--- config.mk ---
export PLATFORM = sky130hd
export DESIGN_NAME = rotate_through_carry_unit
export DESIGN_NICKNAME = d
export VERILOG_FILES = /design/src/rtl/rot_carry_pkg.sv /design/src/rtl/rot_result_if.sv /design/src/rtl/rot_shifter.sv /design/src/rtl/rotate_through_carry_unit.sv
export SDC_FILE = /design/constraint.sdc
export NUM_CORES = 1
export LEC_CHECK = 0
export BUFFER_PORTS_ARGS = -buffer_cell sky130_fd_sc_hd__buf_2
export CAP_MARGIN = 10
export CORE_AREA = 2 2 57 59
export DETAILED_ROUTE_END_ITERATION = 7
export DIE_AREA = 0 0 59 61
export MAX_ROUTING_LAYER = met4
export PLACE_DENSITY = 0.73
export SLEW_MARGIN = 40
export SYNTH_ARGS = -nofsm -noshare
export SYNTH_HDL_FRONTEND = slang
export SYNTH_HIERARCHICAL = 1
export SYNTH_SLANG_ARGS = --single-unit
--- constraint.sdc ---
create_clock -name ref_clk -period 2.7 [get_ports ref_clk]
set_clock_uncertainty 0.2 [all_clocks]
set_input_delay 0.54 -clock ref_clk [delete_from_list [all_inputs] [get_ports ref_clk]]
set_output_delay 0.54 -clock ref_clk [all_outputs]
set_load 0.1 [all_outputs]
--- src/rtl/rot_carry_pkg.sv ---
// Package of opcode fields and reset values for the rotate-through-carry unit
package rot_carry_pkg;
   localparam int WORD_W = 8;
   localparam int ADDR_W = 7;
   localparam int INSN_W = 14;
   localparam int OPC_LSB = 8;
   localparam int DEST_BIT = 7;
   localparam logic [5:0] OPC_ROT_LEFT = 6'h0d;
   localparam logic [5:0] OPC_ROT_RIGHT = 6'h0c;
   localparam logic [7:0] ACC_RESET = 8'h00;
   localparam logic CARRY_RESET = 1'b0;
   localparam logic [7:0] WDATA_RESET = 8'h00;
   localparam logic [6:0] WB_ADDR_RESET = 7'h00;
   localparam logic PULSE_IDLE = 1'h0;
   localparam logic DEST_ACC = 1'b0;
   localparam logic DEST_FILE = 1'b1;

   // Rotate operation kinds
   typedef enum logic [1:0]
   {
      ROT_NONE = 2'b00,
      ROT_LEFT = 2'b01,
      ROT_RIGHT = 2'b10
   } rot_kind_t;
endpackage : rot_carry_pkg

--- src/rtl/rot_result_if.sv ---
// Interface carrying decoded operation and rotated result between modules
interface rot_result_if;
   import rot_carry_pkg::*;
   rot_kind_t kind; // Decoded rotate kind
   logic [7:0] operand; // Source operand
   logic carry_in; // Current carry
   logic [7:0] result; // Rotated value
   logic carry_out; // New carry

   modport core
   (
      output kind,
      output operand,
      output carry_in,
      input result,
      input carry_out
   );
   modport shifter
   (
      input kind,
      input operand,
      input carry_in,
      output result,
      output carry_out
   );
endinterface : rot_result_if

--- src/rtl/rot_shifter.sv ---
// Combinational one-place rotate through carry
module rot_shifter
   import rot_carry_pkg::*;
(
   rot_result_if.shifter port
);
   ////////////////////////////////////////////////////////////////////////////
   // Rotate selected by operation kind
   always_comb
   begin
      port.result = port.operand;
      port.carry_out = port.carry_in;
      case (port.kind)
         ROT_LEFT:
         begin
            // Old carry into bit 0, bit 7 out
            port.result = {port.operand[6:0], port.carry_in};
            port.carry_out = port.operand[7];
         end
         ROT_RIGHT:
         begin
            // Old carry into bit 7, bit 0 out
            port.result = {port.carry_in, port.operand[7:1]};
            port.carry_out = port.operand[0];
         end
         default:
         begin
            // No rotate: pass through
            port.result = port.operand;
         end
      endcase
   end
endmodule : rot_shifter

--- src/rtl/rotate_through_carry_unit.sv ---
// Rotate-through-carry datapath slice with accumulator and carry flag
// Overview of operation
// - Left rotate: carry in bit0, bit7 out
// - Right rotate: carry in bit7, bit0 out
// - Left result to accumulator or file by destination
// - Right result to selected target, other unchanged
// - Seven-bit file address, one-bit destination accepted
module rotate_through_carry_unit
   import rot_carry_pkg::*;
(
   input wire logic ref_clk,
   input wire logic rst,
   input wire logic insn_valid,
   input wire logic [13:0] insn,
   input wire logic [7:0] file_rdata,
   output logic [6:0] file_addr,
   output logic file_we,
   output logic [7:0] file_wdata,
   output logic [7:0] acc,
   output logic carry,
   output logic busy_done
);
   ////////////////////////////////////////////////////////////////////////////
   // Decode
   rot_result_if rot (); // Carrier between this module and the shifter
   rot_kind_t kind; // Decoded kind, none when idle or not a rotate
   logic dest; // Destination bit of the word
   logic [ADDR_W-1:0] reg_sel; // File register named by the word

   // Opcode field of an instruction word
   function automatic logic [5:0] opcode_of(input logic [INSN_W-1:0] word);
      return word[INSN_W-1:OPC_LSB];
   endfunction : opcode_of

   // Rotate kind named by an instruction word; any other opcode is none
   function automatic rot_kind_t decode_kind(input logic [INSN_W-1:0] word);
      rot_kind_t k;
      k = ROT_NONE;
      if (opcode_of(word) == OPC_ROT_LEFT)
      begin
         // Rotate toward the most significant end
         k = ROT_LEFT;
      end
      else if (opcode_of(word) == OPC_ROT_RIGHT)
      begin
         // Rotate toward the least significant end
         k = ROT_RIGHT;
      end
      return k;
   endfunction : decode_kind

   // Decode one word per cycle; an idle cycle or a foreign opcode does nothing
   always_comb
   begin
      kind = ROT_NONE;
      if (insn_valid)
      begin
         // Word offered this cycle
         kind = decode_kind(insn);
      end
      dest = insn[DEST_BIT];
      reg_sel = insn[ADDR_W-1:0];
   end

   // Address goes straight out so the operand comes back in the same cycle
   assign file_addr = reg_sel;

   ////////////////////////////////////////////////////////////////////////////
   // Write-back bypass
   logic [ADDR_W-1:0] wb_addr; // Register that the write on the port belongs to
   logic [ADDR_W-1:0] next_wb_addr; // Address remembered for the next cycle
   logic hazard; // Write on the port targets the register read now
   logic [WORD_W-1:0] operand; // Source value handed to the shifter

   // The write port is registered, so a result reaches the file one cycle
   // after its rotate. A rotate in that cycle on the same register would
   // read stale contents; the pending write data is forwarded instead.
   always_comb
   begin
      next_wb_addr = reg_sel;
      hazard = file_we & (wb_addr == reg_sel);
      operand = file_rdata;
      if (hazard)
      begin
         // Newest value is still on the write port
         operand = file_wdata;
      end
   end

   // Register the address that a write issued this cycle belongs to
   always_ff @(posedge ref_clk or posedge rst)
   begin
      if (rst)
      begin
         // No write pending after reset
         wb_addr <= WB_ADDR_RESET;
      end
      else
      begin
         wb_addr <= next_wb_addr;
      end
   end

   ////////////////////////////////////////////////////////////////////////////
   // Shifter
   assign rot.kind = kind; // Nothing rotates unless a rotate was decoded
   assign rot.operand = operand; // Bypassed source register
   assign rot.carry_in = carry; // Carry flag as it stands this cycle

   // One-place rotate through carry
   rot_shifter u_shift
   (
      .port(rot.shifter)
   );

   ////////////////////////////////////////////////////////////////////////////
   // Carry flag
   logic next_carry; // Carry after this cycle

   // A rotate replaces the carry with the bit pushed out; nothing else touches it
   always_comb
   begin
      next_carry = carry;
      if (kind != ROT_NONE)
      begin
         // Bit shifted out of the operand
         next_carry = rot.carry_out;
      end
   end

   // Carry register
   always_ff @(posedge ref_clk or posedge rst)
   begin
      if (rst)
      begin
         // Carry clear after reset
         carry <= CARRY_RESET;
      end
      else
      begin
         carry <= next_carry;
      end
   end

   ////////////////////////////////////////////////////////////////////////////
   // Accumulator
   logic [WORD_W-1:0] next_acc; // Accumulator after this cycle

   // Loaded only by a rotate whose destination bit is clear
   always_comb
   begin
      next_acc = acc;
      if ((kind != ROT_NONE) && (dest == DEST_ACC))
      begin
         // Result to the accumulator, file register untouched
         next_acc = rot.result;
      end
   end

   // Accumulator register
   always_ff @(posedge ref_clk or posedge rst)
   begin
      if (rst)
      begin
         // Accumulator clear after reset
         acc <= ACC_RESET;
      end
      else
      begin
         acc <= next_acc;
      end
   end

   ////////////////////////////////////////////////////////////////////////////
   // File write port
   logic next_file_we; // Write strobe for the next cycle
   logic [WORD_W-1:0] next_file_wdata; // Write data for the next cycle

   // A rotate with the destination bit set writes back to its source; the data
   // holds between writes so the port never shows a stray value
   always_comb
   begin
      next_file_we = PULSE_IDLE;
      next_file_wdata = file_wdata;
      if ((kind != ROT_NONE) && (dest == DEST_FILE))
      begin
         // Result back to the addressed register, accumulator untouched
         next_file_we = 1'h1;
         next_file_wdata = rot.result;
      end
   end

   // Write port registers; the strobe lasts one cycle
   always_ff @(posedge ref_clk or posedge rst)
   begin
      if (rst)
      begin
         // No write during or right after reset
         file_we <= PULSE_IDLE;
         file_wdata <= WDATA_RESET;
      end
      else
      begin
         file_we <= next_file_we;
         file_wdata <= next_file_wdata;
      end
   end

   ////////////////////////////////////////////////////////////////////////////
   // Completion pulse
   logic next_done; // Pulse for the next cycle

   // One pulse for every rotate carried out
   always_comb
   begin
      next_done = PULSE_IDLE;
      if (kind != ROT_NONE)
      begin
         // Rotate finishes in this single cycle
         next_done = 1'h1;
      end
   end

   // Completion register
   always_ff @(posedge ref_clk or posedge rst)
   begin
      if (rst)
      begin
         // Quiet after reset
         busy_done <= PULSE_IDLE;
      end
      else
      begin
         busy_done <= next_done;
      end
   end
endmodule : rotate_through_carry_unit

==> impl_metrics.tcl, run 1 <==
set metrics [dict create \
    cts_tree "built" \
    die_x_um 59 \
    wire_per_inst_um 13.5 \
    cts_hold_buffers 0 \
    routed_via_density 5.23 \
    drc_errors 0 \
    placed_cells 187 \
    grt_pass1_wl_mm 4.26 \
    seq_area_um2 651 \
    antenna_found_initial 0 \
    cp_cell_sequence "xnor2_1 > nand4_1 > nor2_2 > buf_4 > mux2_2 > a22oi_1 > o21ai_1 > mux2_2" \
    grt_max_degree 27 \
    cp-start-kind "flip-flop" \
    synth.ff_latch_count 26 \
    cts.clk_slew.worst_paths_ns 0.13 \
    synth_cells 112 \
    setup_viol 0 \
    die_h_um 61 \
    hpwl_mm 1.98 \
    multi_input_area_um2 591 \
    leakage_nw 0.818 \
    yosysUniqueCellTypes 20 \
    avgSynthCellArea_um2 12.3 \
    timing.critical_path.max_delay_family "multiplexers" \
    track_usage_pct 16.1 \
    hold_viol 0 \
    min_period_over_period_pct 81.6 \
    io_pins 51 \
    gp_congestion 0.763 \
    start_util_pct 46.5 \
    outcome "finished clean" \
    synth.area.top_cells "dfrtp_1 47%, mux2_2 20%, a22oi_1 4.9%" \
    clockBufferDepth 2 \
    min_period_ns 2.20 \
    finalMaxSlewViolations 0 \
    hp-class "primary input to async pin" \
    crit_path_frequent_cell "mux2_2" \
    drive_above_1_share_pct 55.4 \
    overflow 0 \
    final_nets 186 \
    vias 993 \
    yosysTopAreaCellShare_pct 47.4 \
    cp_data_required_time_ns 2.71 \
    crit_arrival_ns 2.21 \
    final_antenna_net_count 0 \
    syn_to_final_growth_pct 17.4 \
    slowest_delay_ns 0.40 \
    drt_iter0_markers 22 \
    mostFrequentLayoutCell "buf_2" \
    grt_pass1_vias 980 \
    fin_util_pct 54.6 \
    vdd_ir_drop_max_mv 0.398 \
    most-common-layout-cells "50 x buf_2, 26 x dfrtp_1, 25 x mux2_2, 9 x a22oi_1, 9 x nand2_1" \
    cts_made_buffers 3 \
    maxCapViolations 0 \
    path_buf_inv 1 \
    grt_setup_unrepaired "false" \
    synth_seq_area_share_pct 47.4 \
    drt-total-wl_mm 2.57 \
    max_clock_freq_mhz 454 \
    cts_sinks 26 \
    worstMarginPinSlew_ns 0.490 \
    fillers 293 \
    cts_max_level 1 \
    clk_latency_ns 0.31 \
    design.core.area_um2 2950 \
    dr.pass1.iters 4 \
    power_density_nw_per_um2 632 \
    io_buffers 50 \
    cts-root-buf "clkbuf_4" \
    whs_ns 0.0542 \
    final_cells 190 \
    synth_nets 139 \
    crit_type "flip-flop to flip-flop" \
    synth-warning-count 6 \
    cp_slowest_cell "dfrtp_1" \
    slew_headroom_pct 67.5 \
    ctsResizeCount 0 \
    dieArea_um2 3600 \
    antenna_cells 0 \
    worstSetupEndpointType "flip-flop" \
    critPathMaxFanout 8 \
    fin_tns_setup_ns 0 \
    synth_top_cell_by_area "dfrtp_1" \
    netlist_area_um2 1370 \
    postCtsSetupRepairBufs 0 \
    rows 20 \
]
## registers in the layout, summed over array words and instances (netlist names)
name and flops:
wb_addr 7, file_wdata 8, busy_done 1, carry 1, file_we 1, acc 8
## tightest hold or removal path, cell delays in order
cell   delay (ns)
buf_2        0.09
inv_1        0.04
buf_4        0.31
## synth_stat cells
cell	n
nor2_2	1
nand2_2	1
o21ai_1	7
nor2b_1	1
and2b_1	1
nand4bb_1	1
xnor2_1	7
mux2_2	25
inv_1	4
nor3b_2	1
a22oi_1	9
dfrtp_1	26
and2_1	1
buf_4	7
nand2_1	9
buf_6	4
nand4_1	2
buf_12	1
o21ai_2	2
ha_1	2
## where the power goes
part,internal (mW),switching [mW],total [mW]
clock network,0.0521,0.108,0.160
registers,0.426,0.0201,0.446
logic,0.0791,0.335,0.414
total,0.558,0.462,1.02
## per-layer routing
metal / part of all wire [%] / up-vias / wire length (µm) / global-route usage [%]
met4: 1.5 / 0 / 38 / 4.87
met2: 48 / 42 / 1230 / 28.4
met5: 0 / - / 0 / -
met3: 6.7 / 6 / 172 / 2.77
li1: - / 476 / - / -
met1: 44 / 469 / 1130 / 18.8
## final timing paths
path,startpoint,endpoint,slack (ns),cells past startpoint
max,wb_addr[2],acc[1],0.50,8
max in group asynchronous,rst,file_wdata[7],2.00,3
min reg2reg,acc[3],acc[3],0.32,1
max reg2reg,wb_addr[2],acc[1],0.50,8
min in group ref_clk,insn[0],wb_addr[0],0.16,1
min,rst,acc[6],0.05,3
## per-stage QoR
| stage | instance area, µm² | worst slack, ns | power, mW |
|---|---|---|---|
| 2_1_floorplan | 1370 | 0.0599 | 0.803 |
| 3_3_place_gp | 1590 | 0.211 | 0.867 |
| 3_5_place_dp | 1590 | 0.166 | 0.872 |
| 4_1_cts | 1610 | 0.483 | 1.03 |
| 5_1_grt | 1610 | 0.287 | 1.06 |
| 6_report | 1610 | 0.496 | 1.02 |
## area by class of cell
class	count	area share, %
Tap cell	33	2.56
Inverter	4	0.931
Clock buffer	3	1.40
Timing Repair Buffer	54	18.2
Multi-Input combinational cell	70	36.6
Sequential cell	26	40.3
## logic make-up (layout without fill, tap and decap cells)
kind of cell,count (synthesis),in the layout,share of synthesized area (%)
flip-flops,26,26,47.4
multiplexers,25,25,20.5
AO/OA/AOI/OAI,18,18,8.74
AND/OR/NAND/NOR,18,18,7.47
buffers and inverters,16,61,9.65
XOR/XNOR,7,7,4.46
adder cells (fa/ha/maj),2,2,1.82
No activity file was read; power rests on OpenSTA's default activity.
==> run 2, diff against run 1 <==
==> constraint.sdc (replaced) <==
create_clock -name ref_clk -period 2.1 [get_ports ref_clk]
set_clock_uncertainty 0.2 [all_clocks]
set_input_delay 0.42 -clock ref_clk [delete_from_list [all_inputs] [get_ports ref_clk]]
set_output_delay 0.42 -clock ref_clk [all_outputs]
set_load 0.1 [all_outputs]
==> impl_metrics.tcl, run 2 (synthesized netlist as in run 1, its figures left out) <==
set metrics [dict create \
    outcome "finished with violations" \
    violations "setup timing" \
    grt_pass1_wl_mm 4.53 \
    routed_via_density 5.16 \
    wl_met3_um 133 \
    wl_met1_mm 1.24 \
    drt-total-wl_mm 2.84 \
    wire_per_inst_um 13.9 \
    vias 1057 \
    crit_type "flip-flop to flip-flop" \
    worstSetupEndpointType "flip-flop" \
    finalMaxSlewViolations 0 \
    r2r_cells 8 \
    hpwl_mm 2.08 \
    min-delay-start "insn[9]" \
    max_clock_freq_mhz 457 \
    r2r_start "wb_addr[3]" \
    setup_viol 17 \
    clockBufferDepth 2 \
    drc_errors 0 \
    track_usage_pct 17.5 \
    antenna_cells 0 \
    crit_arrival_ns 2.20 \
    power_density_nw_per_um2 745 \
    dr_wl_met2_mm 1.41 \
    holdPathStages 2 \
    cts_made_buffers 3 \
    r2r_end "file_wdata[6]" \
    start_util_pct 46.5 \
    cts_tree "built" \
    final_antenna_net_count 0 \
    cts.clk_slew.worst_paths_ns 0.13 \
    vdd_ir_drop_max_mv 0.478 \
    cts_max_level 1 \
    finalPower_mw 1.40 \
    grt_pass1_vias 1042 \
    io_pins 51 \
    final_cells 205 \
    antenna_found_initial 0 \
    mostFrequentLayoutCell "buf_2" \
    leakage_nw 0.958 \
    io_buffers 50 \
    worstMarginPinSlew_ns 0.548 \
    min_period_over_period_pct 104 \
    cp-start-kind "flip-flop" \
    cp_data_required_time_ns 2.12 \
    cts_sinks 26 \
    grt_setup_unrepaired "true" \
    hp-class "primary input to flip-flop" \
    placed_cells 199 \
    grt_max_degree 16 \
    syn_to_final_growth_pct 36.9 \
    critPathMaxFanout 4 \
    die_x_um 59 \
    largestRegisters "acc (8), file_wdata (8), wb_addr (7)" \
    slew_headroom_pct 63.4 \
    routed.top_layer "met4" \
    cts-root-buf "clkbuf_4" \
    drt_iter0_markers 14 \
    die_h_um 61 \
    rows 20 \
    maxCapViolations 0 \
    reg2reg_setup_slack_ns -0.09 \
    dr.pass1.iters 3 \
    hold_viol 0 \
    gp_congestion 0.799 \
    final_nets 200 \
    fillers 247 \
    fin_util_pct 63.7 \
    overflow 0 \
    clk_latency_ns 0.31 \
    layout_setup_ws_ns -0.0889 \
    hold_end "busy_done" \
    min_period_ns 2.19 \
    dieArea_um2 3600 \
    design.core.area_um2 2950 \
    drive_above_1_share_pct 69.8 \
    most-common-layout-cells "50 x buf_2, 25 x dfrtp_1, 18 x mux2_4, 15 x buf_4, 9 x a22oi_2" \
]
==> run 2: critical path, stage by stage, from the launching register on <==
cell and delay (ns):
dfrtp_1 0.40, xnor2_1 0.15, nand4_1 0.13, nor2_2 0.19
buf_6 0.15, mux2_4 0.33, a22oi_2 0.20, o21ai_2 0.08
mux2_4 0.26
==> run 2: how the worst max path moves through the flow <==
stage                     from            end  slack, ns  cells after the start
floorplan             insn[12]          carry      -0.25                     10
global placement       insn[4]         acc[1]      -0.27                      9
detailed placement    insn[12]         acc[7]      -0.31                      9
CTS                 wb_addr[0]  file_wdata[4]      -0.10                      8
global route        wb_addr[4]  file_wdata[6]      -0.15                      8
finish              wb_addr[3]  file_wdata[6]      -0.09                      8
==> run 2: per-layer routing <==
layer,vias to the layer above,GRT usage (%)
li1,504,-
met1,507,20.9
met2,40,30.0
met3,6,2.13
met4,0,7.47
met5,-,-
==> run 2: layout make-up <==
class	instances	area (µm²)	area share (%)
Sequential cell	26	654	34.8
Inverter	4	15.0	0.798
Multi-Input combinational cell	70	738	39.3
Timing Repair Buffer	68	395	21.0
Tap cell	33	41.3	2.20
Clock buffer	4	36.3	1.93
==> run 2: power by group <==
part	internal (mW)	leakage [nW]	switching, mW
Clock	0.106	0.0210	0.142
Sequential	0.548	0.334	0.0287
Combinational	0.135	0.603	0.441
==> run 2: timing repair <==
item	4_1_cts	5_1_grt
pin swaps	12	5
endpoints found under the hold margin	14	0
setup endpoints to repair	17	17
setup buffers	0	1
gates resized for setup	31	6
hold buffers	1	0
==> run 2: stage by stage <==
stage                     instance area (µm²)  worst slack, ns  setup TNS, ns  hold slack (ns)
after CTS                                1850           -0.101          -1.49           0.0577
after floorplan                          1380           -0.249          -4.08            0.251
after detailed placement                 1670           -0.314          -4.94            0.291
final                                    1880          -0.0889         -0.867           0.0650
after global placement                   1670           -0.274          -4.29            0.269
after global routing                     1880           -0.152          -2.14           0.0375
==> run 3, diff against run 2 <==
--- a/config.mk
+++ b/config.mk
@@ -7,13 +7,12 @@
 export LEC_CHECK = 0
 export BUFFER_PORTS_ARGS = -buffer_cell sky130_fd_sc_hd__buf_2
 export CAP_MARGIN = 10
-export CORE_AREA = 2 2 57 59
+export CORE_AREA = 2 2 58 60
 export DETAILED_ROUTE_END_ITERATION = 7
-export DIE_AREA = 0 0 59 61
+export DIE_AREA = 0 0 60 62
 export MAX_ROUTING_LAYER = met4
 export PLACE_DENSITY = 0.73
 export SLEW_MARGIN = 40
 export SYNTH_ARGS = -nofsm -noshare
 export SYNTH_HDL_FRONTEND = slang
-export SYNTH_HIERARCHICAL = 1
 export SYNTH_SLANG_ARGS = --single-unit
==> impl_metrics.tcl, run 3 <==
set metrics [dict create \
    dp_slack_ns 0.0501 \
    largestRegisters "acc (8), file_wdata (8), wb_addr (7)" \
    outcome "finished clean" \
    hp-class "primary input to flip-flop" \
    grt_setup_unrepaired "false" \
    clk_latency_ns 0.32 \
    final_area_um2 1780 \
    layout_setup_ws_ns 0.212 \
    worstMarginPinSlew_ns 0.508 \
    setup_viol 0 \
    wire_per_inst_um 14.4 \
    overflow 0 \
    avgSynthCellArea_um2 10.9 \
    min-delay-start "insn[4]" \
    io_pins 51 \
    cp_slowest_cell "dfrtp_1" \
    mostFrequentLayoutCell "buf_2" \
    design.core.area_um2 3180 \
    synth_edf_count 0 \
    io_buffers 50 \
    crit_arrival_ns 1.27 \
    maxCapViolations 0 \
    hold_viol 0 \
    grt_pass1_wl_mm 5.01 \
    r2r_cells 5 \
    max_clock_freq_mhz 530 \
    rows 21 \
    dr.pass1.iters 4 \
    dieArea_um2 3720 \
    clockBufferDepth 2 \
    synth_most_common_cell "dfrtp_1" \
    synth_seq_area_share_pct 45.1 \
    antenna_cells 0 \
    cp_cell_sequence "buf_2" \
    crit_type "flip-flop to primary output" \
    holdPathStages 1 \
    track_usage_pct 19.0 \
    min_period_ns 1.89 \
    cp_data_required_time_ns 1.48 \
    final_antenna_net_count 0 \
    drive_above_1_share_pct 39.6 \
    min_period_over_period_pct 89.9 \
    synth-async-reset-ratio_pct 100 \
    antenna_found_initial 0 \
    vdd_ir_drop_max_mv 0.414 \
    gp_congestion 0.876 \
    routed_via_density 5.44 \
    hpwl_mm 2.59 \
    power_density_nw_per_um2 816 \
    die_x_um 60 \
    slowest_delay_ns 0.48 \
    netlist_area_um2 1440 \
    synth_cells 132 \
    finalMaxSlewViolations 0 \
    synth.ff_latch_count 26 \
    syn_to_final_growth_pct 23.4 \
    cts-root-buf "clkbuf_4" \
    cp-start-kind "flip-flop" \
    worstSetupEndpointType "primary output" \
    r2r_end "acc[6]" \
    yosysUniqueCellTypes 26 \
    leakage_nw 0.871 \
    critPathMaxFanout 4 \
    reg2reg_setup_slack_ns 0.21 \
    drc_errors 0 \
    grt_pass1_vias 1064 \
    final_nets 208 \
    fillers 285 \
    cts_tree "built" \
    cts_sinks 26 \
    cts_max_level 1 \
    path_buf_inv 1 \
    drt-total-wl_mm 3.28 \
    multi_input_area_um2 664 \
    synth.area.top_cells "dfrtp_1 45%, mux2i_1 9.7%, or4_1 6.8%" \
    ys.flop_type "dfrtp_1" \
    start_util_pct 45.4 \
    cts_made_buffers 3 \
    finalPower_mw 1.45 \
    ctsResizeCount 0 \
    crit_path_start "file_wdata[6]" \
    yosysTopAreaCellShare_pct 45.1 \
    placed_area_um2 1730 \
    timing.critical_path.max_delay_family "flip-flops" \
    hold_end "wb_addr[4]" \
    r2r_start "wb_addr[2]" \
    cts.clk_slew.worst_paths_ns 0.14 \
    die_h_um 62 \
    grt_max_degree 27 \
    synth-warning-count 0 \
    most-common-layout-cells "50 x buf_2, 25 x dfrtp_1, 18 x nand2_1, 14 x mux2i_1, 13 x or4_1" \
    yosys-top-cells-count "26 x dfrtp_1, 18 x nand2_1, 14 x mux2i_1, 13 x or4_1, 10 x o311ai_1" \
    postCtsSetupRepairBufs 0 \
    vias 1241 \
    drt_iter0_markers 33 \
    slew_headroom_pct 66.1 \
    fin_tns_setup_ns 0 \
    synth_nets 157 \
    synth_top_cell_by_area "dfrtp_1" \
    seq_area_um2 652 \
]
==> run 3: changes by cell type after synthesis, sizes merged, moves of 2 or more <==
| cell | change |
|---|---|
| a2111oi | +2 |
| a22oi | -9 |
| and4 | +2 |
| clkbuf | +3 |
| ha | -2 |
| mux2 | -24 |
| mux2i | +14 |
| nand2 | +8 |
| nand3 | +2 |
| o21ai | -9 |
| o311ai | +13 |
| o31ai | +4 |
| or4 | +13 |
==> run 3: worst max-delay path by stage <==
stage	endpoint	slack, ns	depth (start not counted)
2_1_floorplan	acc[1]	0.13	4
3_3_place_gp	acc[6]	0.10	6
3_5_place_dp	acc[6]	0.05	6
4_1_cts	acc[6]	0.20	5
5_1_grt	acc[5]	0.08	5
6_report	file_wdata[6]	0.21	1
==> run 3: timing repair <==
action / CTS / global route
endpoints found under the hold margin: 26 / 0
endpoints found under the setup margin: 0 / 0
hold buffers: 1 / 0
==> run 3: cells by family (layout without fill, tap and decap cells) <==
| family | Yosys count | count (layout) | share of synthesized area, % |
|---|---|---|---|
| DFF | 26 | 26 | 45.1 |
| xor gates and xnor gates | 7 | 7 | 4.25 |
| muxes | 15 | 15 | 10.5 |
| buffers and inverters | 20 | 70 | 8.85 |
| and+or+nand+nor | 43 | 43 | 18.4 |
| AOI/OAI and AO/OA | 21 | 21 | 12.9 |
==> run 3: routing by layer <==
| metal | wire length [µm] | GRT usage [%] | up-vias | part of all wire, % |
|---|---|---|---|---|
| li1 | - | - | 599 | - |
| met1 | 1480 | 24.6 | 597 | 45 |
| met2 | 1620 | 30.7 | 40 | 49 |
| met3 | 139 | 2.69 | 5 | 4.2 |
| met4 | 44 | 6.67 | 0 | 1.3 |
| met5 | 0 | - | - | 0 |
==> run 3: cell type report <==
cell class | count | share of cell area, %
Tap cell | 46 | 3.23
Clock buffer | 4 | 2.04
Timing Repair Buffer | 62 | 20.0
Inverter | 4 | 0.843
Multi-Input combinational cell | 86 | 37.3
Sequential cell | 26 | 36.6
==> run 3: stage by stage <==
stage                     utilization, %  hold slack, ns  std cells
final                               56.0          0.0238        228
after global routing                56.0         0.00647        228
after CTS                           56.0          0.0200        228
after detailed placement            54.5           0.273        223
after global placement              54.5           0.265        223
after floorplan                        -           0.251        132
==> run 3: power by group <==
group          switching, mW  leakage [nW]  internal, mW  total (mW)
clock                  0.151        0.0210         0.106       0.257
sequential            0.0423         0.335         0.551       0.593
combinational          0.490         0.515         0.114       0.604
total                  0.683         0.871         0.771        1.45
